--- config.mk ---
export PLATFORM = sky130hd
export DESIGN_NAME = modbus_fn_server
export DESIGN_NICKNAME = d
export VERILOG_FILES = /design/src/modbus_fn_pkg.sv /design/src/fn_check.sv /design/src/modbus_fn_server.sv
export SDC_FILE = /design/constraint.sdc
export NUM_CORES = 1
export LEC_CHECK = 0
export BUFFER_PORTS_ARGS = -buffer_cell sky130_fd_sc_hd__buf_2
export CAP_MARGIN = 20
export CORE_MARGIN = 4
export CORE_UTILIZATION = 60
export DETAILED_ROUTE_END_ITERATION = 6
export GPL_TIMING_DRIVEN = 0
export PLACE_DENSITY = 0.85
export SLEW_MARGIN = 30
export SYNTH_ARGS = -nofsm -noshare
export SYNTH_HDL_FRONTEND = slang
export SYNTH_SLANG_ARGS = --single-unit
--- constraint.sdc ---
create_clock -name mclk -period 5.2 [get_ports mclk]
set_input_delay 1.04 -clock mclk [delete_from_list [all_inputs] [get_ports mclk]]
set_output_delay 1.04 -clock mclk [all_outputs]
set_load 0.02 [all_outputs]
--- src/modbus_fn_pkg.sv ---
/*
  Constants and types shared by the Modbus/TCP server function engine.
  Assumes byte positions count from the first header byte of a frame.
*/
package modbus_fn_pkg;

  // Function codes served and the flag that marks an abnormal reply.
  localparam logic [7:0] FN_READ_INPUT = 8'h04;
  localparam logic [7:0] FN_WRITE_COIL = 8'h05;
  localparam logic [7:0] FN_WRITE_HOLD = 8'h06;
  localparam logic [7:0] FN_READ_EXC = 8'h07;
  localparam logic [7:0] FN_ERR_FLAG = 8'h80;

  // Exception codes.
  localparam logic [7:0] EXC_ILLEGAL_FUNCTION = 8'h01;
  localparam logic [7:0] EXC_ILLEGAL_ADDRESS = 8'h02;
  localparam logic [7:0] EXC_ILLEGAL_VALUE = 8'h03;

  // Coil value bytes.
  localparam logic [7:0] COIL_ON = 8'hFF;
  localparam logic [7:0] COIL_OFF = 8'h00;
  localparam logic [7:0] COIL_PAD = 8'h00;

  // Byte positions within a frame; the body starts after a seven-byte header.
  localparam logic [3:0] POS_FC = 4'h7;
  localparam logic [3:0] POS_REF_HI = 4'h8;
  localparam logic [3:0] POS_REF_LO = 4'h9;
  localparam logic [3:0] POS_ARG_HI = 4'hA;
  localparam logic [3:0] POS_ARG_LO = 4'hB;
  localparam logic [3:0] POS_OVER = 4'hC;

  // Word count limits and the end (one past last address) of the input word area.
  localparam logic [15:0] WORDS_MIN = 16'h0001;
  localparam logic [15:0] WORDS_MAX = 16'h007D;
  localparam logic [16:0] INPUT_AREA_END = 17'h10000;

  // Reply lengths in bytes, counted from the function code byte.
  localparam logic [7:0] SHORT_LEN = 8'h02;
  localparam logic [7:0] ECHO_LEN = 8'h05;
  localparam logic [7:0] READ_HDR_LEN = 8'h02;

  typedef enum logic [4:0] {
    ST_RX = 5'h01,
    ST_EXEC = 5'h02,
    ST_FETCH = 5'h04,
    ST_LOAD = 5'h08,
    ST_TX = 5'h10
  } fsm_t;

endpackage

--- src/fn_check.sv ---
/*
  Request validator: decides whether a decoded request is served or which
  exception code answers it. Purely combinational; fed from registered fields.
*/
module fn_check (
  input wire logic [7:0] fc,
  input wire logic [15:0] ref_no,
  input wire logic [15:0] arg,
  input wire logic full,
  output logic ok,
  output logic [7:0] exc_code
);

  logic [16:0] range_end;

  always_comb begin
    range_end = {1'b0, ref_no} + {1'b0, arg};
    ok = 1'b0;
    exc_code = modbus_fn_pkg::EXC_ILLEGAL_VALUE;
    unique case (fc)
      modbus_fn_pkg::FN_READ_INPUT: begin
        if (!full || arg < modbus_fn_pkg::WORDS_MIN || arg > modbus_fn_pkg::WORDS_MAX) begin
          exc_code = modbus_fn_pkg::EXC_ILLEGAL_VALUE;
        end else if (range_end > modbus_fn_pkg::INPUT_AREA_END) begin
          exc_code = modbus_fn_pkg::EXC_ILLEGAL_ADDRESS;
        end else begin
          ok = 1'b1;
        end
      end
      modbus_fn_pkg::FN_WRITE_COIL: begin
        ok = full && arg[7:0] == modbus_fn_pkg::COIL_PAD
          && (arg[15:8] == modbus_fn_pkg::COIL_ON || arg[15:8] == modbus_fn_pkg::COIL_OFF);
      end
      modbus_fn_pkg::FN_WRITE_HOLD: begin
        ok = full;
      end
      modbus_fn_pkg::FN_READ_EXC: begin
        ok = 1'b1;
      end
      default: begin
        exc_code = modbus_fn_pkg::EXC_ILLEGAL_FUNCTION;
      end
    endcase
  end

endmodule

--- src/modbus_fn_server.sv ---
/*
  Modbus/TCP server function engine: takes request frames byte by byte,
  serves read input words, write single coil, write single holding word and
  read exception status, and streams the reply body from the function code on.
  Assumes the surrounding logic rebuilds the transport header (the engine skips the received one) and
  that the input word area answers a read in the same cycle it is strobed.
*/

module modbus_fn_server (
  input wire logic mclk,
  input wire logic nrst,
  input wire logic rx_valid,
  input wire logic [7:0] rx_data,
  input wire logic rx_last,
  output logic rx_ready,
  output logic tx_valid,
  output logic [7:0] tx_data,
  output logic tx_last,
  input wire logic tx_ready,
  output logic input_rd,
  output logic [15:0] input_addr,
  input wire logic [15:0] input_rdata,
  output logic coil_we,
  output logic coil_on,
  output logic [15:0] wr_addr,
  output logic hold_we,
  output logic [15:0] hold_wdata,
  input wire logic [15:0] hold_first_word
);

  typedef struct packed {
    modbus_fn_pkg::fsm_t fsm;
    logic [3:0] pos;
    logic [7:0] fc;
    logic [15:0] ref_no;
    logic [15:0] arg;
    logic full;
    logic err;
    logic [7:0] b1;
    logic [7:0] len;
    logic [7:0] idx;
    logic [15:0] word;
    logic [15:0] rd_addr;
    logic rx_ready;
    logic tx_valid;
    logic [7:0] tx_data;
    logic tx_last;
    logic input_rd;
    logic coil_we;
    logic coil_on;
    logic hold_we;
  } state_t;

  state_t s_q;
  state_t s_d;
  logic chk_ok;
  logic [7:0] chk_exc;
  logic [7:0] next_idx;
  logic reading;

  fn_check u_check (
    .fc(s_q.fc),
    .ref_no(s_q.ref_no),
    .arg(s_q.arg),
    .full(s_q.full),
    .ok(chk_ok),
    .exc_code(chk_exc)
  );

  // Reply byte at a given index, for everything except the high byte of each fetched word.
  function automatic logic [7:0] pick(input state_t s, input logic [7:0] n);
    logic [7:0] b;
    b = s.b1;
    if (n == 8'h00) begin
      b = s.err ? (s.fc | modbus_fn_pkg::FN_ERR_FLAG) : s.fc;
    end else if (!s.err && (s.fc == modbus_fn_pkg::FN_WRITE_COIL
        || s.fc == modbus_fn_pkg::FN_WRITE_HOLD)) begin
      unique case (n)
        8'h01: b = s.ref_no[15:8];
        8'h02: b = s.ref_no[7:0];
        8'h03: b = s.arg[15:8];
        default: b = s.arg[7:0];
      endcase
    end else if (n != 8'h01) begin
      b = s.word[7:0];
    end
    return b;
  endfunction

  always_comb begin
    s_d = s_q;
    s_d.input_rd = 1'b0;
    s_d.coil_we = 1'b0;
    s_d.hold_we = 1'b0;
    next_idx = s_q.idx + 8'h01;
    reading = !s_q.err && s_q.fc == modbus_fn_pkg::FN_READ_INPUT;
    unique case (s_q.fsm)
      modbus_fn_pkg::ST_RX: begin
        s_d.rx_ready = 1'b1;
        if (rx_valid && s_q.rx_ready) begin
          unique case (s_q.pos)
            modbus_fn_pkg::POS_FC: s_d.fc = rx_data;
            modbus_fn_pkg::POS_REF_HI: s_d.ref_no[15:8] = rx_data;
            modbus_fn_pkg::POS_REF_LO: s_d.ref_no[7:0] = rx_data;
            modbus_fn_pkg::POS_ARG_HI: s_d.arg[15:8] = rx_data;
            modbus_fn_pkg::POS_ARG_LO: begin
              s_d.arg[7:0] = rx_data;
              s_d.full = 1'b1;
            end
            default: begin
            end
          endcase
          if (s_q.pos != modbus_fn_pkg::POS_OVER) begin
            s_d.pos = s_q.pos + 4'h1;
          end
          if (rx_last) begin
            s_d.fsm = modbus_fn_pkg::ST_EXEC;
            s_d.rx_ready = 1'b0;
            s_d.pos = 4'h0;
          end
        end
      end
      modbus_fn_pkg::ST_EXEC: begin
        s_d.err = !chk_ok;
        s_d.idx = 8'h00;
        s_d.rd_addr = s_q.ref_no;
        s_d.tx_valid = 1'b1;
        s_d.tx_last = 1'b0;
        s_d.fsm = modbus_fn_pkg::ST_TX;
        s_d.len = modbus_fn_pkg::SHORT_LEN;
        s_d.b1 = chk_exc;
        if (!chk_ok) begin
          s_d.tx_data = s_q.fc | modbus_fn_pkg::FN_ERR_FLAG;
        end else begin
          s_d.tx_data = s_q.fc;
          unique case (s_q.fc)
            modbus_fn_pkg::FN_READ_INPUT: begin
              s_d.b1 = {s_q.arg[6:0], 1'b0};
              s_d.len = modbus_fn_pkg::READ_HDR_LEN + {s_q.arg[6:0], 1'b0};
            end
            modbus_fn_pkg::FN_WRITE_COIL: begin
              s_d.coil_we = 1'b1;
              s_d.coil_on = s_q.arg[15:8] == modbus_fn_pkg::COIL_ON;
              s_d.len = modbus_fn_pkg::ECHO_LEN;
            end
            modbus_fn_pkg::FN_WRITE_HOLD: begin
              s_d.hold_we = 1'b1;
              s_d.len = modbus_fn_pkg::ECHO_LEN;
            end
            default: begin
              s_d.b1 = hold_first_word[7:0];
            end
          endcase
        end
      end
      modbus_fn_pkg::ST_TX: begin
        if (tx_ready) begin
          if (s_q.tx_last) begin
            s_d.fsm = modbus_fn_pkg::ST_RX;
            s_d.tx_valid = 1'b0;
            s_d.tx_last = 1'b0;
            s_d.full = 1'b0;
            s_d.rx_ready = 1'b1;
          end else begin
            s_d.idx = next_idx;
            if (reading && next_idx[0] == 1'b0) begin
              s_d.fsm = modbus_fn_pkg::ST_FETCH;
              s_d.tx_valid = 1'b0;
            end else begin
              s_d.tx_data = pick(s_q, next_idx);
              s_d.tx_last = next_idx == s_q.len - 8'h01;
            end
          end
        end
      end
      modbus_fn_pkg::ST_FETCH: begin
        s_d.input_rd = 1'b1;
        s_d.fsm = modbus_fn_pkg::ST_LOAD;
      end
      modbus_fn_pkg::ST_LOAD: begin
        s_d.word = input_rdata;
        s_d.rd_addr = s_q.rd_addr + 16'h0001;
        s_d.tx_data = input_rdata[15:8];
        s_d.tx_valid = 1'b1;
        s_d.tx_last = 1'b0;
        s_d.fsm = modbus_fn_pkg::ST_TX;
      end
      default: begin
        s_d.fsm = modbus_fn_pkg::ST_RX;
      end
    endcase
  end

  always_ff @(posedge mclk or negedge nrst) begin
    if (!nrst) begin
      s_q <= '{fsm: modbus_fn_pkg::ST_RX, default: '0};
    end else begin
      s_q <= s_d;
    end
  end

  assign rx_ready = s_q.rx_ready;
  assign tx_valid = s_q.tx_valid;
  assign tx_data = s_q.tx_data;
  assign tx_last = s_q.tx_last;
  assign input_rd = s_q.input_rd;
  assign input_addr = s_q.rd_addr;
  assign coil_we = s_q.coil_we;
  assign coil_on = s_q.coil_on;
  assign wr_addr = s_q.ref_no;
  assign hold_we = s_q.hold_we;
  assign hold_wdata = s_q.arg;

endmodule

== Word level (Yosys, flattened, before mapping) ==
Cells that the tools add are included.
Word-level totals
  output and inout port bits: 63
  register bits after elaboration: 114
  word-level logic and storage cells: 149
Cells by class
  $lt $le $gt $ge: 3
  bitwise gates (word level): 1
  add/sub/neg operators: 6
  multiplexer cells: 50
  reductions and logical operators: 38
  equality and inequality tests: 29
Operator list (number)
  $mux W8: 13
  $pmux W8 S2: 4
  $mux W50: 1
  $eq A8 B3 Y1 const B: 4
  $pmux W16 S2: 1
  $pmux W10 S3: 1
  $reduce_and A3 Y1: 10
  $mux W9: 3
  $logic_not A8 Y1: 3
  $pmux W8 S3: 1
  $pmux W5 S4: 1
  $add A16 B16 Y17: 1
  $gt A17 B17 Y1 const B: 1
  $add A16 B1 Y16 const B: 1
  $eq A4 B4 Y1 const B: 4
  $eq A8 B2 Y1 const B: 2
  $gt A16 B7 Y1 const B: 1
  $lt A16 B1 Y1 const B: 1
  $mux W16: 1
  $mux W5: 3
  $mux W1: 13
  $ne A2 B2 Y1 const B: 6
  $mux W11: 1
  $add A2 B8 Y8 const A: 1
  other kinds (32): 49

== Depth between registers and ports, before layout ==
Gate-level depths: netlist of the first run.
  depth in word-level cells: 9
  mapped depth: 13
  mapped depth without buffers: 11

== Hierarchy ==
Synthesis of the first run repeated with hierarchy kept, for this count alone.
Second synthesis, totals
  cells, all modules: 828
  area, all modules: 7723.7 um2
Modules (own cells, without submodules)
  modbus_fn_server: seq. area each 2854.0 um2, cells an instance 680, times used 1, area an instance 6656.4 um2
  fn_check: seq. area each 0.0 um2, cells an instance 148, times used 1, area an instance 1067.3 um2

== Worst setup path after synthesis of the first run ==
Ideal clock, no wire load.
  path type: register to register
  start: register s_q, in the netlist hold_wdata[0]
  end: register s_q, in the netlist coil_on
  setup time: 0.128 ns
  clock period less this slack: 3.505 ns
  data arrival time: 3.377 ns
  cell stages (with the launch flop): 12
  path buffers: 0
  setup slack: 1.695 ns
  cells stage by stage: dfrtp_1 -> ha_1 -> fa_1 -> a21o_1 -> a221o_1 -> mux2i_1 -> a221oi_1 -> nand4b_1 -> or4b_1 -> o41a_1 -> nor4_2 -> mux2_1
On the way
  longest elaborated chain between the ends: 6
  elaborated cells on any way between the ends: 13
  classes of those cells: add/sub (1); order compare (3); mux (3); reduce/logical (6)
RTL lines
  start: declaration: line modbus_fn_server.sv:54  | state_t s_q;
  start signal: assignment: line modbus_fn_server.sv:196  | s_q <= '{fsm: modbus_fn_pkg::ST_RX, default: '0};
  start signal: assignment: line modbus_fn_server.sv:198  | s_q <= s_d;
  $add A16 B16 Y17 / $lt A16 B1 Y1 (equally long branches): line fn_check.sv:17, fn_check.sv:22
  $gt A17 B17 Y1 / $logic_or A1 B1 Y1 (equally long branches): line fn_check.sv:24, fn_check.sv:22
  $mux W1 / $logic_or A1 B1 Y1 (equally long branches): line fn_check.sv:24, fn_check.sv:22
  $mux W1: line fn_check.sv:22  | if (!full || arg < modbus_fn_pkg::WORDS_MIN || arg > modbus_fn_pkg::WORDS_MAX) begin
  $pmux W1 S4 (*): line fn_check.sv:20  | unique case (fc)
  $reduce_and A3 Y1 (no line) (*)
Mark *: on every way between the ends. The rest lies on a longest branch, timed or not.
A chain may end at the register's enable or synchronous reset.

== Final worst setup path of the first run ==
  start: register s_q, in the netlist hold_wdata[0]
  end: register s_q, in the netlist tx_data[7]
On the way
  longest elaborated chain between the ends: 7
  elaborated cells on any way between the ends: 14
  classes of those cells: add/sub (1); order compare (3); mux (5); reduce/logical (5)
RTL lines
  $add A16 B16 Y17 / $lt A16 B1 Y1 (equally long branches): line fn_check.sv:17, fn_check.sv:22
  $gt A17 B17 Y1 / $logic_or A1 B1 Y1 (equally long branches): line fn_check.sv:24, fn_check.sv:22
  $mux W1 / $logic_or A1 B1 Y1 (equally long branches): line fn_check.sv:24, fn_check.sv:22
  $mux W1: line fn_check.sv:22
  $pmux W1 S4 (*): line fn_check.sv:20
  $mux W8 (*): line modbus_fn_server.sv:132  | if (!chk_ok) begin
  $pmux W10 S3 (*): line modbus_fn_server.sv:97  | unique case (s_q.fsm)
Marks and branches as above.

==> results of run 1 <==
[flip-flops by register name (all words and copies together), names as in the netlist]
signal / count
coil_on: 1
coil_we: 1
hold_wdata: 16
hold_we: 1
input_addr: 16
input_rd: 1
rx_ready: 1
s_q: 51
tx_data: 8
tx_last: 1
tx_valid: 1
wr_addr: 16
[metal layers]
layer  track usage [%]  up-vias
met3              7.16      111
met4              15.7        0
met2              50.6      433
met1              39.8     3284
li1                  -     3154
met5                 0        -
[cell type report]
cell class	instances	area (µm²)	share of cell area, %
repair buffers	100	533	6.04
plain buffers	94	581	6.58
clock buffers	23	478	5.42
flip-flops and latches	114	2850	32.4
inverters	18	67.6	0.766
well taps	168	210	2.38
multi-input cells	589	3970	45.0
clock inverters	9	129	1.46
[cells by family (layout without fill, tap and decap cells)]
logic type	after synthesis	after routing	synth area share, %
buffers and inverters	112	244	8.68
xor gates and xnor gates	36	36	4.22
adders and majority gates	31	31	5.29
AOI/OAI and AO/OA	187	187	17.9
muxes	45	45	6.73
DFF	114	114	38.2
and+or+nand+nor	290	290	19.0
[power by group through the flow]
stage / combinational [mW] / clock [mW] / sequential (mW)
after global placement: 1.65 / 0 / 1.48
after global routing: 1.89 / 1.24 / 1.51
after floorplan: 1.32 / 0 / 1.33
final: 1.73 / 1.20 / 1.50
after detailed placement: 1.69 / 0 / 1.48
after CTS: 1.72 / 1.20 / 1.47
[cells in the final DEF, fill, tap and decap left out, types with 4 or more instances in the layout]
cell type  Yosys  routed
nor2_1        56      56
mux2_2        41      41
o31ai_2        8       8
or2_2          5       5
buf_2          5     103
nand2_1      105     105
nor4b_1        7       7
o31ai_1        4       4
xor2_1        17      17
a22oi_1       25      25
inv_1         18      18
o21ai_0       42      42
and3_1        12      12
or4_1          4       4
o22ai_1        4       4
a31oi_1       17      17
nand2b_1       9       9
nor3_1        12      12
a21o_1         7       7
a21oi_1       27      27
buf_4         57      57
nor4_1         7       7
and2_1         8       8
a31o_2         4       4
a221oi_1       6       6
xnor2_1       19      19
nand4_1        7       7
ha_1          30      30
o32ai_1        4       4
clkbuf_1      30      33
nand3_1       36      36
dfrtp_1      113     113
a221o_1        5       5
a311oi_1       4       4
clkbuf_16      0      17
nand3b_1       4       4
[worst paths after layout]
| path | startpoint | cells after the start | endpoint | slack [ns] |
|---|---|---|---|---|
| max | hold_wdata[0] | 11 | tx_data[7] | 1.14 |
| min | nrst | 1 | input_addr[9] | 0.45 |
| max reg2reg | hold_wdata[0] | 11 | tx_data[7] | 1.14 |
| min reg2reg | s_q[64] | 2 | s_q[64] | 0.48 |
| max in group asynchronous | nrst | 2 | s_q[117] | 4.04 |
| min in group mclk | s_q[64] | 2 | s_q[64] | 0.48 |
[worst max-delay path, cell delays in order, from the launching register on]
cell,delay (ns)
dfrtp_1,0.56
ha_1,0.32
fa_1,0.41
a21o_1,0.21
a221o_1,0.36
mux2i_1,0.14
a221oi_1,0.23
nand4b_1,0.21
or4_1,0.50
o41ai_2,0.52
a21oi_1,0.11
o32a_1,0.37
[stage by stage]
| step | power (mW) | hold WS [ns] |
|---|---|---|
| 2_1_floorplan | 2.65 | 0.439 |
| 3_3_place_gp | 3.13 | 0.457 |
| 3_5_place_dp | 3.18 | 0.465 |
| 4_1_cts | 4.39 | 0.454 |
| 5_1_grt | 4.64 | 0.460 |
| 6_report | 4.42 | 0.445 |
==> out/summary.md, run 1 <==
The floorplan step defined a die boundary enclosing 14300 µm². The commonest register cell after synthesis is dfrtp_1. Of all nets on the critical path, the largest fanout is 10. Global routing consumed, over all layers together, 31.4% of the routing resources.

Post-route DRC violation count: 0. The cell total after placement is 1083. Entering global routing, the biggest net connects 92 pins. Setup repair after global routing left no endpoint under its margin.

The initial antenna violation count came out at 0. Post-CTS repair changed the size of 0 cells. Counting flops with an async set or reset pin after synthesis yields a share of 100%. After the last flow step, the layout net total stands at 1010. Detailed route wirelength on metal2: 10.4 mm. The tools report the worst relative slew slack as 48.5%. The final cell count without fillers was 1115; the number of filler cells placed in the layout was 890. The tree is rooted in a clkbuf_16. Yosys attributes the largest share of cell area to dfrtp_1 (38%), mux2_2 (6.2%), buf_4 (5.7%). The worst setup path is of the flip-flop to flip-flop kind. Per report_power, the sequential group accounts for 33.9% of the total. The first routing iteration left 1145 violations. The flow ran to the end, and the final reports show no timing, DRC or antenna violations. The layout overhead on the synthesized area is 18.1%. The highest achievable clock rate came out at 0.246 GHz. Counting instances in the post-synthesis netlist gives the leading cell types as dfrtp_1 (113), nand2_1 (105), buf_4 (57). In the finished design, the share of the clock period the worst path needs comes to 78.0%.

The number of warnings issued by yosys came out at 0. The via count was 6982; the static leakage was 4.27 nW. The logs give 815 for the post-synthesis instance total and 61.7% for the initial core utilization. The number of H-tree branching levels is 4. The count of buffers added on input and output ports is 99. VDD sags by at most 335 µV. STA puts the critical path data arrival time at 4.37 ns. Max-cap violations in this run came to 0.

The logs give 7470 µm² for the cell area after synthesis and 15.6 mm for the final HPWL from detailed placement. Switching power: 1.71 mW. The average wire length per cell after detail routing was 19.9 µm; the final number of hold-violating endpoints was 0. Setup violations remaining at the end of the flow were counted as 0. Clock-pin slew was measured on the worst setup and hold paths at 0.05 ns.

In this run the mean area of a mapped cell was 9.17 µm². Power spread over the standard cell area amounts to 501 nW/µm². The number of post-CTS setup repair buffers was 0. The hold buffer count at cts was 0. 0 antenna diodes ended up in the layout. Synthesis produced a netlist with a net count of 891.

The count of boundary I/O pins is 108, and the required time of the worst setup path is 5.51 ns. The clock latency at the later pin of the worst-skew pair was 0.43 ns; the post-detailed-route via-to-cell ratio was 6.26. The die span in y was 120 µm. Final worst-path setup slack: 1.14 ns. The cell type with the largest total area after synthesis was dfrtp_1. The logs give 27.1% for the clock share of power and 22.2 mm for the total length of routed wires.

The synthesized design contains 114 register bits. The weighted congestion reported at the end of routability-driven placement was 0.973. The type of destination of the critical path is a flip-flop.

Once detail routing completed, the nets flagged for antenna violations numbered 0. Summed over all layers, the global routing overflow is 0. Net switching is 38.7% of the power. Prior to clock tree synthesis, the placed netlist has a worst setup slack of 1.24 ns. The worst path needs 4.06 ns of the cycle, external delays included.

The share of the synthesized area in the top cell type works out to 37.9%. The run gives 0 as the final-report max-slew violation count. The class of the tightest hold or removal check is input port to async pin. In the final routing, the length of wire on met1 measures 8.61 mm. Clock tree synthesis found a total of 114 sinks. Summing all placed instances gives a cell area of 8210 µm². The first-pass iteration count of the detailed router came out at 6. The initialized floorplan defines 40 standard-cell rows. Area of the core: 12100 µm².

The worst setup path is launched from a flip-flop. TritonCTS built the clock tree. The finished cells cover 8820 µm². The run gives 17 as the clock buffer count from CTS.

In this run, synthesis inferred 0 flip-flops with an integrated enable. For the internal power consumption, the log shows 2.71 mW. The leading cell type by number of instances after synthesis was dfrtp_1. The via count of the first global-routing pass is 6680. The topmost layer with routed signal wires was met4.

At the pin with the least slew margin, the transition time is 0.773 ns. The tools report the number of buffers between clock root and the deepest sink as 2. After synthesis, flip-flops and latches occupy 38.2% of the total area. Length of routed met3 wiring: 2.08 mm. The horizontal die dimension was 120 µm. Fraction of layout cells with a size suffix above 1: 27.6%.

Part of the total power dissipated in combinational logic: 39.1%. For this run, the share of the core covered by cells in the final layout is 72.8%. The count of different cell masters after synthesis is 75, and the summed negative setup slack over all endpoints is 0 ns. The run gives 35.0 mm as the first-pass GRT wire length. The largest clock skew in the final design was 0.00838 ns.
Power figures use the tool's default switching activity.
==> run 2, diff against run 1 <==
Settings changed: ABC_AREA set to 1, CORE_UTILIZATION 60 to 59, PLACE_DENSITY 0.85 to 0.84.
Clock period 5.2 ns to 4.2 ns, I/O delays scaled along.
==> out/summary.md, run 2 <==
The flow ran to the end, and the final reports show no timing, DRC or antenna violations. The number of flip-flops under the largest register name came out at 51 (unchanged). The post-route core utilization came out at 70.6% (was 72.8%).

The number of rows in the core area was 42 (was 40); the first-pass GRT wire length was 37.4 mm (was 35.0 mm). Top library cells by usage in the layout, fill and taps aside: nand2_1 (310), inv_1 (154), dfrtp_1 (113) (was dfrtp_1 (113), nand2_1 (105), buf_2 (103)). Required time of the worst setup path: 4.48 ns (was 5.51 ns).

The logs give 1.03 (was 0.973) for the weighted congestion reported at the end of routability-driven placement and 0 (unchanged) for the number of post-CTS setup repair buffers. The net count after synthesis came out at 1199 (was 891). The final HPWL from detailed placement is 17.6 mm (was 15.6 mm), and the largest clock skew in the final design is 0.0105 ns (was 0.00838 ns). The clock sink count is 114 (unchanged), and the count of input and output buffers is 99 (unchanged). The most numerous cell type found on the critical path is nor2_1.

The clock input transition at the sequential cells of the worst setup and hold paths is 0.06 ns (was 0.05 ns). The final net count was 1318 (was 1010); the clock latency at the later pin of the worst-skew pair was 0.42 ns (was 0.43 ns). The logs give 31.5% (was 31.4%) for the total track usage and 15400 µm² (was 14300 µm²) for the area of the die.

Class of the tightest hold or removal check: input port to async pin (unchanged). The share of async-settable or async-resettable flops after synthesis was 100% (unchanged). For the first-pass iteration count of the detailed router, the log shows 5 (was 6). The fraction of layout cells with a size suffix above 1 is 18.0% (was 27.6%), and the count of boundary I/O pins is 108 (unchanged). The power per unit of standard cell area was 750 nW/µm² (was 501 nW/µm²).

The register with the most flip-flops is s_q (unchanged). The post-detailed-route via-to-cell ratio is 5.62 (was 6.26), and the average wire length per cell after detail routing is 16.4 µm (was 19.9 µm). Setup repair after global routing left no endpoint under its margin.

The total length of routed wires was 23.4 mm (was 22.2 mm). The post-route clock period utilization works out to 78.3% (was 78.0%). Die span in y: 124 µm (was 120 µm).

The initial core utilization is 60.1% (was 61.7%), and the final setup violation count is 0 (unchanged). The startpoint of the worst-slack reg-to-reg timing path is hold_wdata[0] (unchanged). The run gives 2850 µm² (unchanged) as the storage element area.

The tools report the antenna cell count as 0 (unchanged). The multi-input logic area came out at 3960 µm² (was 3970 µm²). The minimum period implied by the final worst setup slack was 3.29 ns (was 4.06 ns).

The tools report the pin count of the biggest net entering global routing as 71 (was 92). Ordered list of cells on the worst path: ha_1 > fa_1 > or2_2 > nor2_1 > nand3_1 > nor2_1 > nand3_1 > nor2_1 > nand2_1 > o21bai_1 > nand2_1 > nand2_2 > buf_4 > a22oi_1 (was ha_1 > fa_1 > a21o_1 > a221o_1 > mux2i_1 > a221oi_1 > nand4b_1 > or4_1 > o41ai_2 > a21oi_1 > o32a_1). The actual transition at the worst max-transition pin was 0.699 ns (was 0.773 ns).

For the post-route DRC violation count, the log shows 0 (unchanged). The commonest register cell after synthesis is dfrtp_1 (unchanged). The share of the synthesized area in the top cell type was 35.6% (was 37.9%).

The average footprint of a synthesized cell works out to 7.06 µm² (was 9.17 µm²). The number of warnings issued by yosys was 0 (unchanged); the cell total after placement was 1399 (was 1083). Top post-synthesis cells by area: dfrtp_1 (36%), nand2_1 (15%), inv_1 (7.3%) (was dfrtp_1 (38%), mux2_2 (6.2%), buf_4 (5.7%)).

The run gives 0.304 GHz (was 0.246 GHz) as the highest achievable clock rate. The sort of element at the start of the critical path is a flip-flop (unchanged). The total design power came out at 6.99 mW (was 4.42 mW).

The number of H-tree branching levels came out at 4 (unchanged). The worst relative slew slack was 53.4% (was 48.5%). The run gives 0 (unchanged) as the final-report max-slew violation count. Worst stage delay on the critical path: 0.55 ns (was 0.56 ns). Capture point of the worst reg-to-reg path: s_q[71] (was tx_data[7]). The final number of hold-violating endpoints is 0 (unchanged).

The leading cell type by number of instances after synthesis was nand2_1 (was dfrtp_1). The maximum fanout encountered on the critical timing path was 10 (unchanged). The worst reg-to-reg path cell count was 14 (was 11); the static leakage was 4.95 nW (was 4.27 nW).

The layout overhead on the synthesized area is 17.4% (was 18.1%). TritonCTS built the clock tree. The logs give 0 (unchanged) for the initial antenna violation count and 17 (unchanged) for the clock buffer count from CTS.

The launching element of the worst setup path was hold_wdata[0] (unchanged). The number of synthesized flops with an enable pin is 0 (unchanged). Buffer type at the clock tree root: clkbuf_16 (unchanged). Cell types with the highest counts after synthesis: nand2_1 (310), inv_1 (154), dfrtp_1 (113) (was dfrtp_1 (113), nand2_1 (105), buf_4 (57)). The count of state elements after synthesis is 114 (unchanged). The cell type with the largest total area after synthesis is dfrtp_1 (unchanged).

The most frequent standard cell in the layout excluding fill and tap cells is nand2_1 (was dfrtp_1). The final cell count without fillers was 1431 (was 1115); the number of design-rule violations left by the first detailed-router iteration was 946 (was 1145). The horizontal die dimension came out at 124 µm (was 120 µm). The logs give 1083 (was 890) for the number of filler cells placed in the layout and 0 (unchanged) for the hold buffer count at cts.

The type of destination of the critical path is a flip-flop (unchanged). The maximum ir drop on the vdd rail is 540 µV (was 335 µV), and the number of buffers between clock root and the deepest sink is 2 (unchanged). The post-cts gate resize count is 0 (unchanged). The logs give 49 (was 75) for the count of different cell masters after synthesis and 0.91 ns (was 1.14 ns) for the setup slack of the worst register-to-register path.

Proportion of synthesized chip area in sequential cells: 36.0% (was 38.2%). For the total congestion overflow, the log shows 0 (unchanged). The area of the core came out at 13200 µm² (was 12100 µm²). Cell with the largest stage delay on the worst path: dfrtp_1 (unchanged). The summed negative setup slack over all endpoints came out at 0 ns (unchanged). The via count of the first global-routing pass was 7436 (was 6680). For the via count, the log shows 8045 (was 6982). Number of buffer and inverter stages on the critical path: 1 (was 0). The post-synthesis instance total was 1123 (was 815). The max-capacitance violation count came out at 0 (unchanged). The startpoint-to-endpoint class of the critical path is flip-flop to flip-flop (unchanged). The number of nets still failing antenna checks after routing came out at 0 (unchanged).

The tools report the arrival time of data at the critical path endpoint as 3.56 ns (was 4.37 ns). Cell family contributing the most delay on the critical path: simple AND/OR/NAND/NOR gates (was compound AO/OA/AOI/OAI gates). Cell area after synthesis: 7930 µm² (was 7470 µm²).
-- run 2: changes by cell type in the layout (fill, tap and decap cells not counted), moves of 9 or more --
cell	change
nor2_1	+27
clkbuf_1	-19
nand3_1	+55
nand4_1	+16
mux2_2	-41
xnor2_1	-15
a22oi_1	-23
nand2b_1	-9
and3_1	-12
a21oi_1	+12
inv_1	+136
a31oi_1	-15
o21ai_0	+38
nand2_1	+205
-- run 2: worst reg2reg max path: cells and delay by family (launching register included) --
kind	cells	cell delay, ns
simple gates	9	1.21
flops	1	0.55
compound gates	2	0.43
buf+inv	1	0.22
fa+ha+maj	2	0.72
-- run 2: how the worst max path moves through the flow --
| stage | slack [ns] | cells past startpoint | endpoint |
|---|---|---|---|
| finish | 0.91 | 14 | s_q[71] |
| floorplan | 1.68 | 14 | s_q[56] |
| detailed placement | 0.99 | 15 | s_q[60] |
| global route | 0.64 | 15 | s_q[60] |
| CTS | 0.97 | 15 | s_q[60] |
| global placement | 0.91 | 1 | s_q[31] |
-- run 2: final cells by class --
type	instances	area share, %
plain buffers	77	5.57
clock buffers	18	4.72
clock inverters	14	2.02
inverters	160	6.48
multi-input cells	772	42.5
flip-flops and latches	114	30.6
well taps	176	2.36
repair buffers	100	5.72
-- run 2: logic make-up (layout without fill, tap and decap cells) --
kind of cell	count (synthesis)	count (layout)	synth area share, %
and+or+nand+nor	557	557	30.7
buffers and inverters	237	369	14.1
AOI/OAI and AO/OA	159	159	11.4
DFF	114	114	36.0
adders and majority gates	31	31	4.98
xor gates and xnor gates	24	24	2.65
muxes	1	1	0.126
-- run 2: per-stage QoR --
step	cell area (µm²)	hold WS, ns	setup WS, ns
after floorplan	7930	0.449	1.68
after global placement	8650	0.466	0.915
after detailed placement	8690	0.470	0.993
after CTS	9310	0.314	0.971
after global routing	9310	0.321	0.637
final	9310	0.308	0.913
-- run 2: power breakdown --
| part | switching [mW] | internal [mW] |
|---|---|---|
| clock network | 0.538 | 1.00 |
| registers | 0.431 | 1.45 |
| logic | 2.23 | 1.34 |
-- run 2: metal layers --
| layer | GRT usage, % | up-vias | share of wire, % |
|---|---|---|---|
| met3 | 7.49 | 76 | 8.6 |
| li1 | - | 3820 | - |
| met2 | 48.9 | 424 | 46 |
| met5 | 0 | - | 0 |
| met4 | 12.3 | 0 | 3.6 |
| met1 | 43.0 | 3725 | 42 |
==> run 3, diff against run 2 <==
Settings changed: CORE_UTILIZATION 59 to 53, PLACE_DENSITY 0.84 to 0.79.
Clock period 4.2 ns to 2.8 ns, I/O delays scaled along.
==> out/summary.md, run 3 (synthesis results as in run 2) <==
Area of the core: 14600 µm² (was 13200 µm²). The fraction of layout cells with a size suffix above 1 came out at 19.1% (was 18.0%). The number of nets still failing antenna checks after routing came out at 0 (unchanged). The highest achievable clock rate is 0.377 GHz (was 0.304 GHz), and the total congestion overflow is 0 (unchanged). The worst reg-to-reg path cell count works out to 15 (was 14).

The pin count of the biggest net entering global routing came out at 89 (was 71). The minimum period implied by the final worst setup slack came out at 2.65 ns (was 3.29 ns). For the total length of routed wires, the log shows 23.1 mm (was 23.4 mm). The register with the most flip-flops is s_q (unchanged). The tools report the final number of hold-violating endpoints as 0 (unchanged). Setup repair after global routing left no endpoint under its margin. Power per unit of standard cell area: 1100 nW/µm² (was 750 nW/µm²). The clock latency at the later pin of the worst-skew pair was 0.42 ns (about the same); the actual transition at the worst max-transition pin was 0.868 ns (was 0.699 ns). Class of the tightest hold or removal check: input port to flip-flop (was input port to async pin). The most frequent standard cell in the layout excluding fill and tap cells was nand2_1 (unchanged).

The worst relative slew slack is 42.0% (was 53.4%), and the horizontal die dimension is 130 µm (was 124 µm). The initial core utilization came out at 54.4% (was 60.1%). The type of destination of the critical path was a flip-flop (unchanged).

The die span in y is 130 µm (was 124 µm). The layout overhead on the synthesized area works out to 18.8% (was 17.4%). Clock buffer count from CTS: 17 (unchanged).

The count of boundary I/O pins was 108 (unchanged); the number of flip-flops under the largest register name was 51 (unchanged). The total track usage came out at 27.4% (was 31.5%). The static leakage was 4.97 nW (was 4.95 nW).

Cell total after placement: 1407 (was 1399). The summed negative setup slack over all endpoints is 0 ns (unchanged). For the first-pass GRT wire length, the log shows 36.2 mm (was 37.4 mm). Total design power: 10.4 mW (was 6.99 mW).

The logs give 878 (was 946) for the number of design-rule violations left by the first detailed-router iteration and 17.6 mm (about the same) for the final HPWL from detailed placement. The clock input transition at the sequential cells of the worst setup and hold paths was 0.06 ns (about the same); the post-detailed-route via-to-cell ratio was 5.55 (was 5.62). The tools report the final setup violation count as 0 (unchanged). The clock sink count was 114 (unchanged). The run finished with clean final reports. For the via count of the first global-routing pass, the log shows 7254 (was 7436). The final cell count without fillers was 1445 (was 1431); the largest clock skew in the final design was 0.0130 ns (was 0.0105 ns).

The antenna cell count is 0 (unchanged), and the required time of the worst setup path is 3.16 ns (was 4.48 ns). The run gives 3.01 ns (was 3.56 ns) as the arrival time of data at the critical path endpoint. The first-pass iteration count of the detailed router is 6 (was 5). The number of rows in the core area is 44 (was 42). Startpoint-to-endpoint class of the critical path: flip-flop to flip-flop (unchanged). The via count is 8026 (was 8045), and the count of input and output buffers is 99 (unchanged).

Top library cells by usage in the layout, fill and taps aside: nand2_1 (308), inv_1 (154), dfrtp_1 (109) (was nand2_1 (310), inv_1 (154), dfrtp_1 (113)). The number of buffers between clock root and the deepest sink was 2 (unchanged); the number of H-tree branching levels was 4 (unchanged). For the weighted congestion reported at the end of routability-driven placement, the log shows 1.03 (about the same). The final-report max-slew violation count was 0 (unchanged). For the final non-filler cell area, the log shows 9420 µm² (was 9310 µm²). Maximum fanout encountered on the critical timing path: 6 (was 10).

The logs give 8700 µm² (was 8690 µm²) for the instance area at placement and 17000 µm² (was 15400 µm²) for the area of the die. The run gives 0 (unchanged) as the max-capacitance violation count. TritonCTS built the clock tree.

Post-route clock period utilization: 94.7% (was 78.3%). The tools report the sort of element at the start of the critical path as a flip-flop (unchanged). Final net count: 1324 (was 1318). The worst hold path cell count came out at 3.

For the post-route core utilization, the log shows 64.6% (was 70.6%). The buffer type at the clock tree root was clkbuf_16 (unchanged). The maximum ir drop on the vdd rail is 826 µV (was 540 µV). The post-route DRC violation count came out at 0 (unchanged).

The average wire length per cell after detail routing was 16.0 µm (was 16.4 µm); the initial antenna violation count was 0 (unchanged).
==> run 3: repair_timing <==
item / in CTS / in global routing
endpoints found under the setup margin: 20 / 19
resized for setup: 9 / 10
hold buffers: 1 / 0
buffers inserted: 1 / 2
endpoints found under the hold margin: 25 / 0
gates cloned: 0 / 2
pin swaps: 1 / 3
==> run 3: path summary, 6_finish.rpt <==
check | start | endpoint | slack [ns]
min in group asynchronous | nrst | input_addr[13] | 0.57
worst min-delay path | input_rdata[0] | s_q[31] | 0.33
worst min register to register | s_q[36] | s_q[36] | 0.48
worst max-delay path | wr_addr[0] | s_q[57] | 0.15
max in group asynchronous | nrst | s_q[71] | 1.51
worst max register to register | wr_addr[0] | s_q[57] | 0.15
==> run 3: power breakdown <==
part | internal (mW) | leakage [nW] | total (mW) | switching [mW]
combinational | 2.05 | 3.26 | 5.41 | 3.37
sequential | 2.17 | 1.43 | 2.82 | 0.644
clock | 1.35 | 0.277 | 2.16 | 0.811
==> run 3: layout make-up <==
class	instances	area, µm²
buffer	77	527
clock buffer	19	453
clock inverter	13	135
fill	1262	5170
inverter	160	603
multi-input combinational	773	4020
sequential	114	2860
tap	184	230
timing repair buffer	105	591
==> run 3: per-stage QoR <==
step	setup WS (ns)	hold slack (ns)
3_5_place_dp	-0.394	0.425
3_3_place_gp	-0.389	0.464
2_1_floorplan	0.276	0.264
6_report	0.149	0.329
5_1_grt	0.00363	0.338
4_1_cts	0.0225	0.324
==> run 3: worst max-delay path, stage by stage, from the launching register on <==
cell and delay (ns):
dfrtp_2 0.44, ha_4 0.19, fa_2 0.39, or2_4 0.24, nor2_4 0.11, nand3_1 0.07
nor2_1 0.10, nand3_1 0.11, nor2_1 0.11, nand2_1 0.09, o21bai_4 0.22, nand2_4 0.11
nand2_8 0.12, buf_8 0.11, nand3_1 0.07, nand3_1 0.08
==> run 3: per-layer routing <==
layer  wire [µm]  global-route usage (%)  up-vias
li1            -                       -     3833
met1        9410                    36.8     3745
met2       10600                    43.5      385
met3        2290                    5.77       63
met4         787                    11.2        0
met5           0                       0        -
